===== src/include/amp_cmd_pkg.sv =====
package amp_cmd_pkg;

    // --------------------------------------------------------------
    // register map (byte addresses)
    // --------------------------------------------------------------
    localparam logic [5:0] OFF_CMD = 6'h00;
    localparam logic [5:0] OFF_PAR1 = 6'h04;
    localparam logic [5:0] OFF_PAR5 = 6'h14;
    localparam logic [5:0] OFF_ACK = 6'h18;
    localparam logic [5:0] OFF_ANS1 = 6'h1C;
    localparam logic [5:0] OFF_ANS5 = 6'h2C;
    localparam logic [5:0] OFF_STATUS = 6'h30;
    localparam logic [5:0] OFF_MASK = 6'h34;
    localparam logic [5:0] OFF_LIMIT = 6'h38;

    // --------------------------------------------------------------
    // command codes written to OFF_CMD
    // --------------------------------------------------------------
    localparam logic [2:0] OP_OUTPUT_ASSIGN = 3'h1;
    localparam logic [2:0] OP_OUTPUT_ASSIGN_QRY = 3'h2;
    localparam logic [2:0] OP_PEAK_STORE_SETUP = 3'h3;
    localparam logic [2:0] OP_PEAK_STORE_QRY = 3'h4;
    localparam logic [2:0] OP_CLEAR_PEAK = 3'h5;
    localparam logic [2:0] OP_LIMIT_SWITCH_SETUP = 3'h6;
    localparam logic [2:0] OP_LIMIT_SWITCH_QRY = 3'h7;

    // --------------------------------------------------------------
    // replies, codes, limits
    // --------------------------------------------------------------
    localparam logic [7:0] ACK_DONE = 8'h30;
    localparam logic [7:0] ACK_ERROR = 8'h3F;
    localparam int REV_NO_ASSIGN = 105;
    localparam logic [2:0] SRC_UNLINKED = 3'h0;
    localparam logic [2:0] SRC_GROSS = 3'h1;
    localparam logic [2:0] SRC_NET = 3'h2;
    localparam logic [2:0] SRC_STORE1 = 3'h3;
    localparam logic [2:0] SRC_STORE2 = 3'h4;
    localparam logic [2:0] SRC_ABS = 3'h5;
    localparam int ADU_FULL_SCALE = 7680000;
    localparam int ENV_MAX_MS = 60000;
    localparam int NUM_SWITCHES = 4;
    localparam int NUM_ANS = 5;

    // --------------------------------------------------------------
    // status bits and timing
    // --------------------------------------------------------------
    localparam int STAT_DONE = 0;
    localparam int STAT_ERROR = 1;
    localparam int STAT_LIMIT = 2;
    localparam logic [2:0] STATUS_RESET = 3'h0;
    localparam int CLK_PERIOD_NS = 50;
    localparam int MS_NS = 1000000;
    localparam int MS_CYCLES = MS_NS / CLK_PERIOD_NS;

    typedef struct packed {
        logic on;
        logic signed [3:0] sig;
        logic [15:0] envMs;
    } store_cfg_s;

    typedef struct packed {
        logic on;
        logic [2:0] src;
        logic signed [31:0] closePt;
        logic signed [31:0] openPt;
    } limit_cfg_s;

endpackage


===== src/core/minmax_store.sv =====
`timescale 1ns/100ps
module minmax_store #(
    parameter int W = 32
) (
    input wire logic clk,
    input wire logic rstN,
    input wire amp_cmd_pkg::store_cfg_s cfg,
    input wire logic clearPeak,
    input wire logic msTick,
    input wire logic signed [W-1:0] gross_signal,
    input wire logic signed [W-1:0] net_signal,
    output logic signed [W-1:0] value
);
    logic signed [W-1:0] maxV;
    logic signed [W-1:0] minV;
    logic signed [W-1:0] next_maxV;
    logic signed [W-1:0] next_minV;
    logic signed [W-1:0] src;
    logic [15:0] envCnt;
    logic [15:0] next_envCnt;
    logic restart;

    always_comb
    begin
        src = (cfg.sig == 4'sh2 || cfg.sig == -4'sh2 || cfg.sig == 4'sh4) ? net_signal : gross_signal;
        restart = clearPeak || !cfg.on;
        next_envCnt = envCnt;
        if (cfg.envMs == 16'h0)
        begin
            next_envCnt = 16'h0;
        end
        else if (msTick)
        begin
            if (envCnt + 16'h1 >= cfg.envMs)
            begin
                restart = 1'b1;
                next_envCnt = 16'h0;
            end
            else
            begin
                next_envCnt = envCnt + 16'h1;
            end
        end
        if (restart)
        begin
            next_maxV = src;
            next_minV = src;
        end
        else
        begin
            next_maxV = (src > maxV) ? src : maxV;
            next_minV = (src < minV) ? src : minV;
        end
        if (cfg.sig < 4'sh0)
            value = minV;
        else if (cfg.sig >= 4'sh3)
            value = maxV - minV;
        else
            value = maxV;
    end

    always_ff @(posedge clk or negedge rstN)
    begin
        if (!rstN)
        begin
            maxV <= '0;
            minV <= '0;
            envCnt <= 16'h0;
        end
        else
        begin
            maxV <= next_maxV;
            minV <= next_minV;
            envCnt <= next_envCnt;
        end
    end
endmodule


===== src/core/amp_cmd_core.sv =====
`timescale 1ns/100ps
// What this block does
// - output assign: output 1 or 2, signal 0 none,1 gross,2 net,3/4 stores
// - every setting command answers 0 when done, question mark on error
// - output assign query returns signal code routed to that output
// - from hardware revision 1.05 output assign and its query are refused
// - peak setup picks store 1 or 2; on/off always applies to both stores
// - store signal code: -1/-2 negative, +1/+2 positive, +3/+4 peak-to-peak
// - envelope parameter 0 is off, else time constant in milliseconds
// - peak query returns store code, on/off, signed signal code, envelope
// - clear-peak clears both stores; a min or max store then equals its present input, a peak-to-peak store reads 0
// - limit setup: switch 1..4, on/off, source 1..5 gross/net/store1/store2/abs
// - switching points are ADU, 7680000 is full scale
// - each switch holds a closing point and an opening point
// - limit query with switch 0 returns level of source code 1..5
// - limit query of switch 1..4 returns number, on, source, close, open
// - gross signal is the measured value without zero or tare
// - net signal is gross minus tare
module amp_cmd_core #(
    parameter int W = 32,
    parameter int HW_REV = 100,
    parameter int MS_CYCLES = amp_cmd_pkg::MS_CYCLES
) (
    input wire logic clk,
    input wire logic rst_n,
    input wire logic [5:0] address,
    input wire logic read,
    input wire logic write,
    input wire logic [31:0] writedata,
    input wire logic [3:0] byteenable,
    output logic [31:0] readdata,
    output logic waitrequest,
    input wire logic signed [W-1:0] measIn,
    input wire logic signed [W-1:0] tareValue,
    input wire logic signed [W-1:0] absolute_signal,
    output logic signed [W-1:0] analog_out_first,
    output logic signed [W-1:0] analog_out_second,
    output logic [3:0] limitClosed,
    output logic irq
);
    localparam bit ASSIGN_OK = HW_REV < amp_cmd_pkg::REV_NO_ASSIGN;

    logic [1:0] rstSync;
    logic rstN;
    logic signed [W-1:0] gross_signal;
    logic signed [W-1:0] net_signal;
    logic signed [W-1:0] minmax_store_first;
    logic signed [W-1:0] minmax_store_second;
    logic signed [W-1:0] storeVal [2];

    logic [31:0] msCnt;
    logic [31:0] next_msCnt;
    logic msTick;
    logic next_msTick;

    logic [31:0] next_readdata;
    logic next_waitrequest;
    logic wrAcc;
    logic cmdGo;
    logic [2:0] opc;

    logic signed [31:0] par [5];
    logic signed [31:0] next_par [5];
    logic signed [31:0] ans [5];
    logic signed [31:0] next_ans [5];
    logic [7:0] ack;
    logic [7:0] next_ack;
    logic [2:0] nAns;
    logic [2:0] next_nAns;
    logic [2:0] assignCode [2];
    logic [2:0] next_assignCode [2];
    amp_cmd_pkg::store_cfg_s storeCfg [2];
    amp_cmd_pkg::store_cfg_s next_storeCfg [2];
    amp_cmd_pkg::limit_cfg_s limCfg [4];
    amp_cmd_pkg::limit_cfg_s next_limCfg [4];
    logic clearPeak;
    logic next_clearPeak;
    logic ok;
    logic err;

    logic [3:0] next_limitClosed;
    logic [2:0] status;
    logic [2:0] next_status;
    logic [2:0] mask;
    logic [2:0] next_mask;
    logic next_irq;
    logic signed [W-1:0] next_aOut [2];

    // --------------------------------------------------------------
    // reset release and signals
    // --------------------------------------------------------------
    always_ff @(posedge clk or negedge rst_n)
    begin
        if (!rst_n)
            rstSync <= 2'h0;
        else
            rstSync <= {rstSync[0], 1'b1};
    end
    assign rstN = rstSync[1];

    assign gross_signal = measIn;
    assign net_signal = measIn - tareValue;

    function automatic logic signed [W-1:0] pick(input logic [2:0] code);
        if (code == amp_cmd_pkg::SRC_GROSS)
            pick = gross_signal;
        else if (code == amp_cmd_pkg::SRC_NET)
            pick = net_signal;
        else if (code == amp_cmd_pkg::SRC_STORE1)
            pick = minmax_store_first;
        else if (code == amp_cmd_pkg::SRC_STORE2)
            pick = minmax_store_second;
        else if (code == amp_cmd_pkg::SRC_ABS)
            pick = absolute_signal;
        else
            pick = '0;
    endfunction

    for (genvar s = 0; s < 2; s++)
    begin : g_store
        minmax_store #(.W(W)) u_store (
            .clk(clk),
            .rstN(rstN),
            .cfg(storeCfg[s]),
            .clearPeak(clearPeak),
            .msTick(msTick),
            .gross_signal(gross_signal),
            .net_signal(net_signal),
            .value(storeVal[s])
        );
    end
    assign minmax_store_first = storeVal[0];
    assign minmax_store_second = storeVal[1];

    // --------------------------------------------------------------
    // millisecond tick
    // --------------------------------------------------------------
    always_comb
    begin
        next_msTick = msCnt == 32'(MS_CYCLES - 1);
        next_msCnt = next_msTick ? 32'h0 : msCnt + 32'h1;
    end

    // --------------------------------------------------------------
    // bus slave
    // --------------------------------------------------------------
    function automatic logic [31:0] rdMux(input logic [5:0] a);
        if (a >= amp_cmd_pkg::OFF_PAR1 && a <= amp_cmd_pkg::OFF_PAR5 && a[1:0] == 2'h0)
            rdMux = par[3'((a - amp_cmd_pkg::OFF_PAR1) >> 2)];
        else if (a == amp_cmd_pkg::OFF_ACK)
            rdMux = {21'h0, nAns, ack};
        else if (a >= amp_cmd_pkg::OFF_ANS1 && a <= amp_cmd_pkg::OFF_ANS5 && a[1:0] == 2'h0)
            rdMux = ans[3'((a - amp_cmd_pkg::OFF_ANS1) >> 2)];
        else if (a == amp_cmd_pkg::OFF_STATUS)
            rdMux = {29'h0, status};
        else if (a == amp_cmd_pkg::OFF_MASK)
            rdMux = {29'h0, mask};
        else if (a == amp_cmd_pkg::OFF_LIMIT)
            rdMux = {28'h0, limitClosed};
        else
            rdMux = 32'h0;
    endfunction

    always_comb
    begin
        next_waitrequest = !((read || write) && waitrequest);
        next_readdata = (read && waitrequest) ? rdMux(address) : readdata;
        wrAcc = write && !waitrequest;
        cmdGo = wrAcc && address == amp_cmd_pkg::OFF_CMD;
        opc = writedata[2:0];
    end

    // --------------------------------------------------------------
    // command execution
    // --------------------------------------------------------------
    always_comb
    begin
        next_par = par;
        next_ans = ans;
        next_ack = ack;
        next_nAns = nAns;
        next_assignCode = assignCode;
        next_storeCfg = storeCfg;
        next_limCfg = limCfg;
        next_mask = mask;
        next_clearPeak = 1'b0;
        ok = 1'b0;
        for (int i = 0; i < 5; i++)
        begin
            if (wrAcc && address == 6'(amp_cmd_pkg::OFF_PAR1 + 6'(i * 4)))
            begin
                for (int b = 0; b < 4; b++)
                begin
                    if (byteenable[b])
                        next_par[i][b*8 +: 8] = writedata[b*8 +: 8];
                end
            end
        end
        if (wrAcc && address == amp_cmd_pkg::OFF_MASK)
            next_mask = writedata[2:0];
        if (cmdGo)
        begin
            next_nAns = 3'h0;
            case (opc)
                amp_cmd_pkg::OP_OUTPUT_ASSIGN:
                    if (ASSIGN_OK && (par[0] == 1 || par[0] == 2) && par[1] >= 0 && par[1] <= 4)
                    begin
                        next_assignCode[par[0] == 2] = par[1][2:0];
                        ok = 1'b1;
                    end
                amp_cmd_pkg::OP_OUTPUT_ASSIGN_QRY:
                    if (ASSIGN_OK && (par[0] == 1 || par[0] == 2))
                    begin
                        next_ans[0] = 32'(assignCode[par[0] == 2]);
                        next_nAns = 3'h1;
                        ok = 1'b1;
                    end
                amp_cmd_pkg::OP_PEAK_STORE_SETUP:
                    if ((par[0] == 1 || par[0] == 2) && (par[1] == 0 || par[1] == 1)
                        && par[2] >= -2 && par[2] <= 4 && par[2] != 0
                        && par[3] >= 0 && par[3] <= amp_cmd_pkg::ENV_MAX_MS)
                    begin
                        next_storeCfg[0].on = par[1][0];
                        next_storeCfg[1].on = par[1][0];
                        next_storeCfg[par[0] == 2].sig = par[2][3:0];
                        next_storeCfg[par[0] == 2].envMs = par[3][15:0];
                        ok = 1'b1;
                    end
                amp_cmd_pkg::OP_PEAK_STORE_QRY:
                    if (par[0] == 1 || par[0] == 2)
                    begin
                        next_ans[0] = par[0];
                        next_ans[1] = 32'(storeCfg[par[0] == 2].on);
                        next_ans[2] = 32'(storeCfg[par[0] == 2].sig);
                        next_ans[3] = 32'(storeCfg[par[0] == 2].envMs);
                        next_nAns = 3'h4;
                        ok = 1'b1;
                    end
                amp_cmd_pkg::OP_CLEAR_PEAK:
                begin
                    next_clearPeak = 1'b1;
                    ok = 1'b1;
                end
                amp_cmd_pkg::OP_LIMIT_SWITCH_SETUP:
                    if (par[0] >= 1 && par[0] <= 4 && (par[1] == 0 || par[1] == 1) && par[2] >= 1 && par[2] <= 5)
                    begin
                        next_limCfg[2'(par[0] - 1)] = {par[1][0], par[2][2:0], par[3], par[4]};
                        ok = 1'b1;
                    end
                amp_cmd_pkg::OP_LIMIT_SWITCH_QRY:
                    if (par[0] == 0 && par[1] >= 1 && par[1] <= 5)
                    begin
                        next_ans[0] = 32'(pick(par[1][2:0]));
                        next_nAns = 3'h1;
                        ok = 1'b1;
                    end
                    else if (par[0] >= 1 && par[0] <= 4)
                    begin
                        next_ans[0] = par[0];
                        next_ans[1] = 32'(limCfg[2'(par[0] - 1)].on);
                        next_ans[2] = 32'(limCfg[2'(par[0] - 1)].src);
                        next_ans[3] = limCfg[2'(par[0] - 1)].closePt;
                        next_ans[4] = limCfg[2'(par[0] - 1)].openPt;
                        next_nAns = 3'h5;
                        ok = 1'b1;
                    end
                default:
                    ok = 1'b0;
            endcase
            next_ack = ok ? amp_cmd_pkg::ACK_DONE : amp_cmd_pkg::ACK_ERROR;
        end
        err = cmdGo && !ok;
    end

    // --------------------------------------------------------------
    // limit switches, routing, interrupt
    // --------------------------------------------------------------
    always_comb
    begin
        for (int k = 0; k < 4; k++)
        begin
            next_limitClosed[k] = limitClosed[k];
            if (!limCfg[k].on)
                next_limitClosed[k] = 1'b0;
            else if (pick(limCfg[k].src) >= limCfg[k].closePt)
                next_limitClosed[k] = 1'b1;
            else if (pick(limCfg[k].src) <= limCfg[k].openPt)
                next_limitClosed[k] = 1'b0;
        end
        for (int j = 0; j < 2; j++)
            next_aOut[j] = pick(assignCode[j]);
        next_status = (read && waitrequest && address == amp_cmd_pkg::OFF_STATUS) ? 3'h0 : status;
        next_status[amp_cmd_pkg::STAT_DONE] |= cmdGo && ok;
        next_status[amp_cmd_pkg::STAT_ERROR] |= err;
        next_status[amp_cmd_pkg::STAT_LIMIT] |= next_limitClosed != limitClosed;
        next_irq = |(next_status & next_mask);
    end

    always_ff @(posedge clk or negedge rstN)
    begin
        if (!rstN)
        begin
            msCnt <= 32'h0;
            msTick <= 1'b0;
            readdata <= 32'h0;
            waitrequest <= 1'b1;
            par <= '{default: '0};
            ans <= '{default: '0};
            ack <= amp_cmd_pkg::ACK_DONE;
            nAns <= 3'h0;
            assignCode <= '{default: amp_cmd_pkg::SRC_UNLINKED};
            storeCfg <= '{default: '0};
            limCfg <= '{default: '0};
            mask <= 3'h0;
            clearPeak <= 1'b0;
            limitClosed <= 4'h0;
            status <= amp_cmd_pkg::STATUS_RESET;
            irq <= 1'b0;
            analog_out_first <= '0;
            analog_out_second <= '0;
        end
        else
        begin
            msCnt <= next_msCnt;
            msTick <= next_msTick;
            readdata <= next_readdata;
            waitrequest <= next_waitrequest;
            par <= next_par;
            ans <= next_ans;
            ack <= next_ack;
            nAns <= next_nAns;
            assignCode <= next_assignCode;
            storeCfg <= next_storeCfg;
            limCfg <= next_limCfg;
            mask <= next_mask;
            clearPeak <= next_clearPeak;
            limitClosed <= next_limitClosed;
            status <= next_status;
            irq <= next_irq;
            analog_out_first <= next_aOut[0];
            analog_out_second <= next_aOut[1];
        end
    end
endmodule


===== config.mk =====
export PLATFORM = sky130hd
export DESIGN_NAME = amp_cmd_core
export DESIGN_NICKNAME = d
export VERILOG_FILES = /design/src/include/amp_cmd_pkg.sv /design/src/core/minmax_store.sv /design/src/core/amp_cmd_core.sv
export SDC_FILE = /design/constraint.sdc
export NUM_CORES = 2
export LEC_CHECK = 0
export BUFFER_PORTS_ARGS = -buffer_cell sky130_fd_sc_hd__buf_2
export CORE_UTILIZATION = 56
export DETAILED_ROUTE_END_ITERATION = 7
export GPL_TIMING_DRIVEN = 0
export PLACE_DENSITY = 0.8
export SLEW_MARGIN = 20
export SYNTH_ARGS = -nofsm -noshare
export SYNTH_HDL_FRONTEND = slang
export SYNTH_SLANG_ARGS = --single-unit

===== constraint.sdc =====
create_clock -name clk -period 34.7 [get_ports clk]
set_input_delay 5.205 -clock clk [delete_from_list [all_inputs] [get_ports clk]]
set_output_delay 5.205 -clock clk [all_outputs]
set_load 0.02 [all_outputs]

After elaboration in Yosys (flattened, before gate mapping):

Cells that the tools add are included.

* word-level logic and storage cells: 429
* output and inout bits: 102
* register bits after elaboration: 955

* add/subtract/negate cells: 9
* eq/ne operators: 67
* bitwise operators: 9
* reduce and logical (&&, ||, !) cells: 90
* magnitude comparators: 40
* multiplexer cells: 145

Operator list (number)
* two-way mux 32 bit: 71
* bitwise mux 272 bit: 1
* two-way mux 128 bit: 2
* two-way mux 68 bit: 3
* binary-select mux 32 bit (select 3 bit): 2
* one-hot mux 96 bit (2 select lines): 1
* <= comparator 32 x 4 -> 1 bit (second input constant): 5
* two-way mux 160 bit: 1
* binary-select mux 68 bit (select 2 bit): 1
* demux 68 bit (select 2 bit): 1
* >= comparator 32 x 2 -> 1 bit (second input constant): 4
* >= comparator 32 bit: 4
* <= comparator 32 bit: 4
* two-way mux 16 bit: 7
* one-hot mux 32 bit (3 select lines): 1
* subtractor 32 bit: 3
* bitwise mux 42 bit: 2
* equality test 32 x 2 -> 1 bit (second input constant): 2
* >= comparator 32 x 1 -> 1 bit (second input constant): 2
* > comparator 32 bit: 2
* zero test 32 bit: 2
* < comparator 32 bit: 2
* two-way mux 21 bit: 3
* equality test 3 bit (second input constant): 18
* 61 further kinds: 216

Logic depth before layout (Yosys ltp):

* word-level depth: 19
* gate-level depth with buffers: 28
* gate-level depth less buffers: 25

Modules after synthesis:

From an unflattened synthesis, not the netlist that was laid out.

* cell total of the unflattened synthesis: 7101
* area, all modules: 65643.0 µm²

Modules (own cells, without submodules)
* amp_cmd_core: cells an instance 5281, sequential area each 18193.7 µm², instances 1, area each 49384.9 µm²
* minmax_store (g_store[0].u_store): cells an instance 920, sequential area each 2001.9 µm², instances 1, area each 8187.9 µm²
* minmax_store (g_store[1].u_store): cells an instance 900, sequential area each 2001.9 µm², instances 1, area each 8070.2 µm²

Least setup slack after synthesis:

No wires, ideal clock.

* path type: input-to-reg
* from: input port measIn[0]
* to: register g_store[0].u_store.maxV[22]
* arrival: 10.359 ns
* setup time: 0.125 ns
* required time: 34.575 ns
* path slack: 24.216 ns
* cell stages on the path: 28
* cell sequence: clkbuf_1 inv_1 ha_1 inv_1 fa_1 a21oi_1 o22ai_1 o21ai_0 o31ai_1 a31oi_1 o221ai_1 nor2_1 xor2_1 o21a_1 inv_1 ha_1 nand2_1 or3_1 nor3_1 nand2_1 o21ai_0 a31oi_1 nor4b_1 mux2i_1 or2_2 clkbuf_1 buf_2 mux2_2

* word-level cells in the longest chain between the ends: 4
* elaborated cells between the ends (all ways): 6

RTL lines
* start, declared: RTL line amp_cmd_core.sv:33 `input wire logic signed [W-1:0] measIn,`
* subtractor 32 bit: RTL line amp_cmd_core.sv:102 `assign net_signal = measIn - tareValue;`
* two-way mux 32 bit *: RTL line minmax_store.sv:25 `src = (cfg.sig == 4'sh2 || cfg.sig == -4'sh2 || cfg.sig == 4'sh4) ? net_signal : gross_signal;`
* > comparator 32 bit or two-way mux 32 bit (tied branches): RTL line minmax_store.sv:51 `next_maxV = (src > maxV) ? src : maxV;`
* nonzero test 2 bit (no source line) or two-way mux 32 bit (tied branches)
* end signal, assigned: RTL line minmax_store.sv:72 `maxV <= next_maxV;`
* end, declared: RTL line minmax_store.sv:14 `logic signed [W-1:0] maxV;`

Mark *: on every way between the ends. The rest lies on a longest branch, timed or not. The select of a mux whose other input is x is not followed.
A chain may end at the register's enable or synchronous reset.

Worst setup path after layout:

* from: input port measIn[0]
* to: register irq

* word-level cells in the longest chain between the ends: 13
* elaborated cells between the ends (all ways): 45

RTL lines
* subtractor 32 bit: RTL line amp_cmd_core.sv:102
* two-way mux 32 bit: RTL line amp_cmd_core.sv:107 `else if (code == amp_cmd_pkg::SRC_NET)`
* two-way mux 32 bit: RTL line amp_cmd_core.sv:105 `if (code == amp_cmd_pkg::SRC_GROSS)`
* two-way mux 32 bit: RTL line amp_cmd_core.sv:285 `else if (pick(limCfg[k].src) >= limCfg[k].closePt)`
* two-way mux 32 bit: RTL line amp_cmd_core.sv:283 `if (!limCfg[k].on)`
* <= comparator 32 bit: RTL line amp_cmd_core.sv:287 `else if (pick(limCfg[k].src) <= limCfg[k].openPt)`
* two-way mux 1 bit: RTL line amp_cmd_core.sv:287
* two-way mux 1 bit: RTL line amp_cmd_core.sv:285
* two-way mux 1 bit: RTL line amp_cmd_core.sv:283
* inequality test 4 bit *: RTL line amp_cmd_core.sv:295 `next_status[amp_cmd_pkg::STAT_LIMIT] |= next_limitClosed != limitClosed;`
* OR 1 bit *: RTL line amp_cmd_core.sv:295
* net next_status[2]: RTL line amp_cmd_core.sv:83 `logic [2:0] next_status;`
* bitwise AND 3 bit *: RTL line amp_cmd_core.sv:296 `next_irq = |(next_status & next_mask);`
* OR reduction 3 bit *: RTL line amp_cmd_core.sv:296
* net next_irq: RTL line amp_cmd_core.sv:86 `logic next_irq;`
* end signal, assigned: RTL line amp_cmd_core.sv:339 `irq <= next_irq;`
* end, declared: RTL line amp_cmd_core.sv:39 `output logic irq`

Mark *: on every way through the listed nets, which the timed path passes. The rest lies on a longest branch. The select of a mux whose other input is x is not followed.

==> key figures <==
Status
  • Status: finished with violations
  • Failing checks: DRC

Power and ir drop
  • Lkg Pwr: 34.1 nW
  • Clock power frac: 41.2%
  • Logic pwr share: 20.1%
  • VDD IR-drop max: 0.0000478 V
  • Net Sw Frac: 33.1%
  • P_int: 1.87 mW
  • Power Density: 37.9 nW/um2
  • Tot Pwr: 2.79 mW
  • Sequential power share: 38.8%
  • NetSw: 924 uW

STA
  • Slew @ Worst Pin: 1400 ps
  • Unrepaired setup endpoints after global routing: no
  • Period utilisation layout: 40.0%
  • Hold Fails Final Rpt: 0
  • Setup Skew: 74.9 ps
  • Slew headroom: 6.30%
  • Final Setup Violations: 0
  • Fin worst setup slack: 20,830 ps
  • Slew Limit Fails: 0
  • F_max: 72.1 MHz
  • Final Critical Period: 13,870 ps

Floorplan
  • Starting Density: 56.8%
  • IO Count: 244
  • Die Area: 118,000 um2
  • Rows: 124
  • Die width: 344 um
  • Die H: 344 um
  • Core ar.: 115,000 um2

Place
  • Hpwl dp: 271,000 um
  • Gpl congestion: 1.18
  • Port-buffer cells: 237
  • Pre-CTS WS: 21,160 ps

Logic synthesis
  • YS warnings: 0
  • Number of flops mapped to enable cells by yosys: 0
  • Asr flop ratio synth: 100%
  • Top post-synthesis cells by area: dfrtp_1, ha_1, mux2_2, o21ai_0, nand2_1
  • Syn Nets: 7,975
  • Synthesized area: 65,400 um2
  • Top_reg_cell synth: dfrtp_1
  • Leading area contributor after synthesis: dfrtp_1
  • Top cell type's share of synthesized area: 33.9%
  • Flops & latches, synth: 887
  • Syn avg cell area: 8.94 um2
  • Mapped Cells: 7,308
  • Seq/Total Area, Yosys: 34.0%
  • Number of distinct library cells after synthesis: 101

Setup path
  • Setup CP Type: input pin to flip-flop
  • Crit-path max cell delay: 1050 ps
  • Worst setup EP type: flip-flop
  • CP Max Fanout: 9
  • CP max-delay cell: nor3_1
  • Worst path arrival time: 14,530 ps
  • Data required, critical path: 35,360 ps
  • Top delay family on crit path: compound AO/OA/AOI/OAI gates
  • Critical path buffer and inverter count: 3
  • CP Launch Type: input pin

Global routing
  • Total global-route track usage: 58.0%
  • Largest net degree at the start of global routing: 62
  • Initial antenna violation count: 32
  • Vias in the first global route: 65,000
  • First-pass GRT wire length: 480,000 um
  • Overflow after GRT: 0

Final layout
  • End-of-flow core utilization: 64.0%
  • Layout net count: 8,384
  • Syn-to-layout area delta: 12.6%
  • Ratio of cells with drive above 1 in the final layout: 16.2%

Clocking
  • Max H-tree Level: 3
  • Clock slew seen by the registers of the worst setup and hold paths: 60 ps
  • CTS Sinks: 887
  • Post CTS Setup Buffer Count: 0
  • Cts repair resizes: 0
  • Hold buffer count at cts: 0
  • CTS tree: built
  • CTS root buf: clkbuf_16
  • Longest Clk Path Bufs: 3
  • Skew-Pair Late Insertion Delay: 780 ps
  • CTS buffer count: 99

Route
  • Vias: 69,200
  • Number of DRC violations after detailed routing: 25
  • Vias per cell: 7.41
  • Post-Route WL: 351,000 um
  • Antenna Nets Post-Route: 0
  • First-pass DRT Iterations: 8
  • DR iter-0 viols: 12,200
  • WL/cell: 37.6 um

Min path
  • Hold Crit Class: flip-flop to asynchronous set/reset pin

Job
  • Max cap viols: 0
-- cell usage in the layout, fill, tap and decap left out, drive strengths merged, types with 28 or more instances in the layout --
cell type  count
nor3         123
o211ai        50
clkinv        28
nand4         97
nor2b         44
a31oi         44
xor2          48
mux2         534
and3          53
clkbuf       517
nand3        141
xnor2         74
and2          33
a21oi        558
mux2i        151
o21ai        578
dfrtp        886
nand2        756
mux4          90
a221oi        36
a21o         119
o31ai         34
nand2b        48
nor4          58
a211oi        70
buf          394
nor2         425
o22ai        155
ha           522
a22oi        142
o21a          39
inv          528
-- Yosys cell counts (14+ instances only) --
| master | count |
|---|---|
| dfrtp_1 | 886 |
| inv_1 | 524 |
| mux4_2 | 90 |
| o22a_1 | 21 |
| nor2_1 | 424 |
| a31o_2 | 15 |
| and3_1 | 53 |
| or2_2 | 14 |
| nor2b_1 | 44 |
| ha_1 | 522 |
| o221ai_1 | 23 |
| nand4_1 | 97 |
| nor3_1 | 121 |
| mux2_4 | 29 |
| a21o_1 | 119 |
| nand3_1 | 141 |
| a22oi_1 | 142 |
| o22ai_1 | 155 |
| a32o_1 | 20 |
| nand2_1 | 756 |
| o21bai_1 | 18 |
| nand2b_1 | 48 |
| and2_1 | 30 |
| o31ai_1 | 34 |
| o211ai_1 | 50 |
| o21ai_0 | 567 |
| xor2_1 | 48 |
| a211oi_1 | 69 |
| nor3b_1 | 16 |
| buf_2 | 20 |
| o21a_1 | 39 |
| a221oi_1 | 35 |
| o2111ai_1 | 21 |
| nor4_1 | 57 |
| clkbuf_1 | 384 |
| and4_1 | 21 |
| buf_1 | 61 |
| a221o_1 | 17 |
| a22o_1 | 24 |
| a21oi_1 | 557 |
| xnor2_1 | 74 |
| a31oi_1 | 44 |
| mux2_2 | 504 |
| mux2i_1 | 151 |
-- metrics by stage --
stage          hold slack [ps]   TNS, ps  cells  area, um2
2_1_floorplan              331         0   7308      65400
3_3_place_gp               343  -1197630   9057      68400
3_5_place_dp               341         0   9127      70000
4_1_cts                    360         0   9311      73500
5_1_grt                    368         0   9315      73500
6_report                   349         0   9332      73600
-- power by group through the flow --
stage	registers, mW	logic (mW)	clock network (mW)
finish	1.08	0.560	1.15
global route	1.08	0.566	1.17
CTS	1.08	0.516	1.14
detailed placement	1.10	0.512	0
global placement	1.12	0.454	0
floorplan	1.10	0.270	0
-- sequential cells by signal (all words and copies together) (netlist names), 2 cells and up --
register,count
g_store.u_store.maxV,64
rstSync,2
analog_out_first,32
nAns,2
ans,101
status,3
analog_out_second,32
mask,3
msCnt,32
par,160
limitClosed,4
readdata,32
limCfg,272
assignCode,6
g_store.u_store.envCnt,32
g_store.u_store.minV,64
storeCfg,41
-- cells by family after synthesis --
logic type	synth area share, %
compound gates	20.5
flops	34.0
mux	14.8
simple gates	13.2
buf+inv	5.83
xor+xnor	1.63
fa+ha+maj	10.1
other cells	0.00574
-- final timing paths --
kind | depth (start not counted) | slack, ps | end | startpoint
max in group asynchronous | 1 | 30380 | rstSync[1]$_DFF_PN0_ | rst_n
min reg2reg | 0 | 350 | g_store[1].u_store.minV[21]$_DFFE_PN0P_ | rstSync[1]$_DFF_PN0_
max | 25 | 20830 | irq$_DFF_PN0_ | measIn[0]
max reg2reg | 26 | 25420 | irq$_DFF_PN0_ | g_store[1].u_store.maxV[0]$_DFFE_PN0P_
min in group clk | 0 | 360 | rstSync[1]$_DFF_PN0_ | rstSync[0]$_DFF_PN0_
min | 0 | 350 | g_store[1].u_store.minV[21]$_DFFE_PN0P_ | rstSync[1]$_DFF_PN0_
-- area by class of cell --
| type | instances | area [um2] |
|---|---|---|
| antenna | 20 | 50.0 |
| buffer | 470 | 1850 |
| clock buffer | 133 | 2810 |
| clock inverter | 51 | 711 |
| fill | 9210 | 41400 |
| inverter | 528 | 1980 |
| multi-input combinational | 5423 | 39800 |
| sequential | 887 | 22200 |
| tap | 1512 | 1890 |
| timing repair buffer | 308 | 2250 |
-- metal layers --
layer | GRT usage, % | part of all wire (%) | vias to the layer above
met5 | 4.81 | 0.25 | -
met4 | 39.3 | 9.1 | 38
met3 | 34.1 | 18 | 1840
met2 | 75.3 | 37 | 6351
met1 | 70.6 | 35 | 33400
li1 | - | - | 27500
Note: power is estimated with default switching activity, not from simulation.
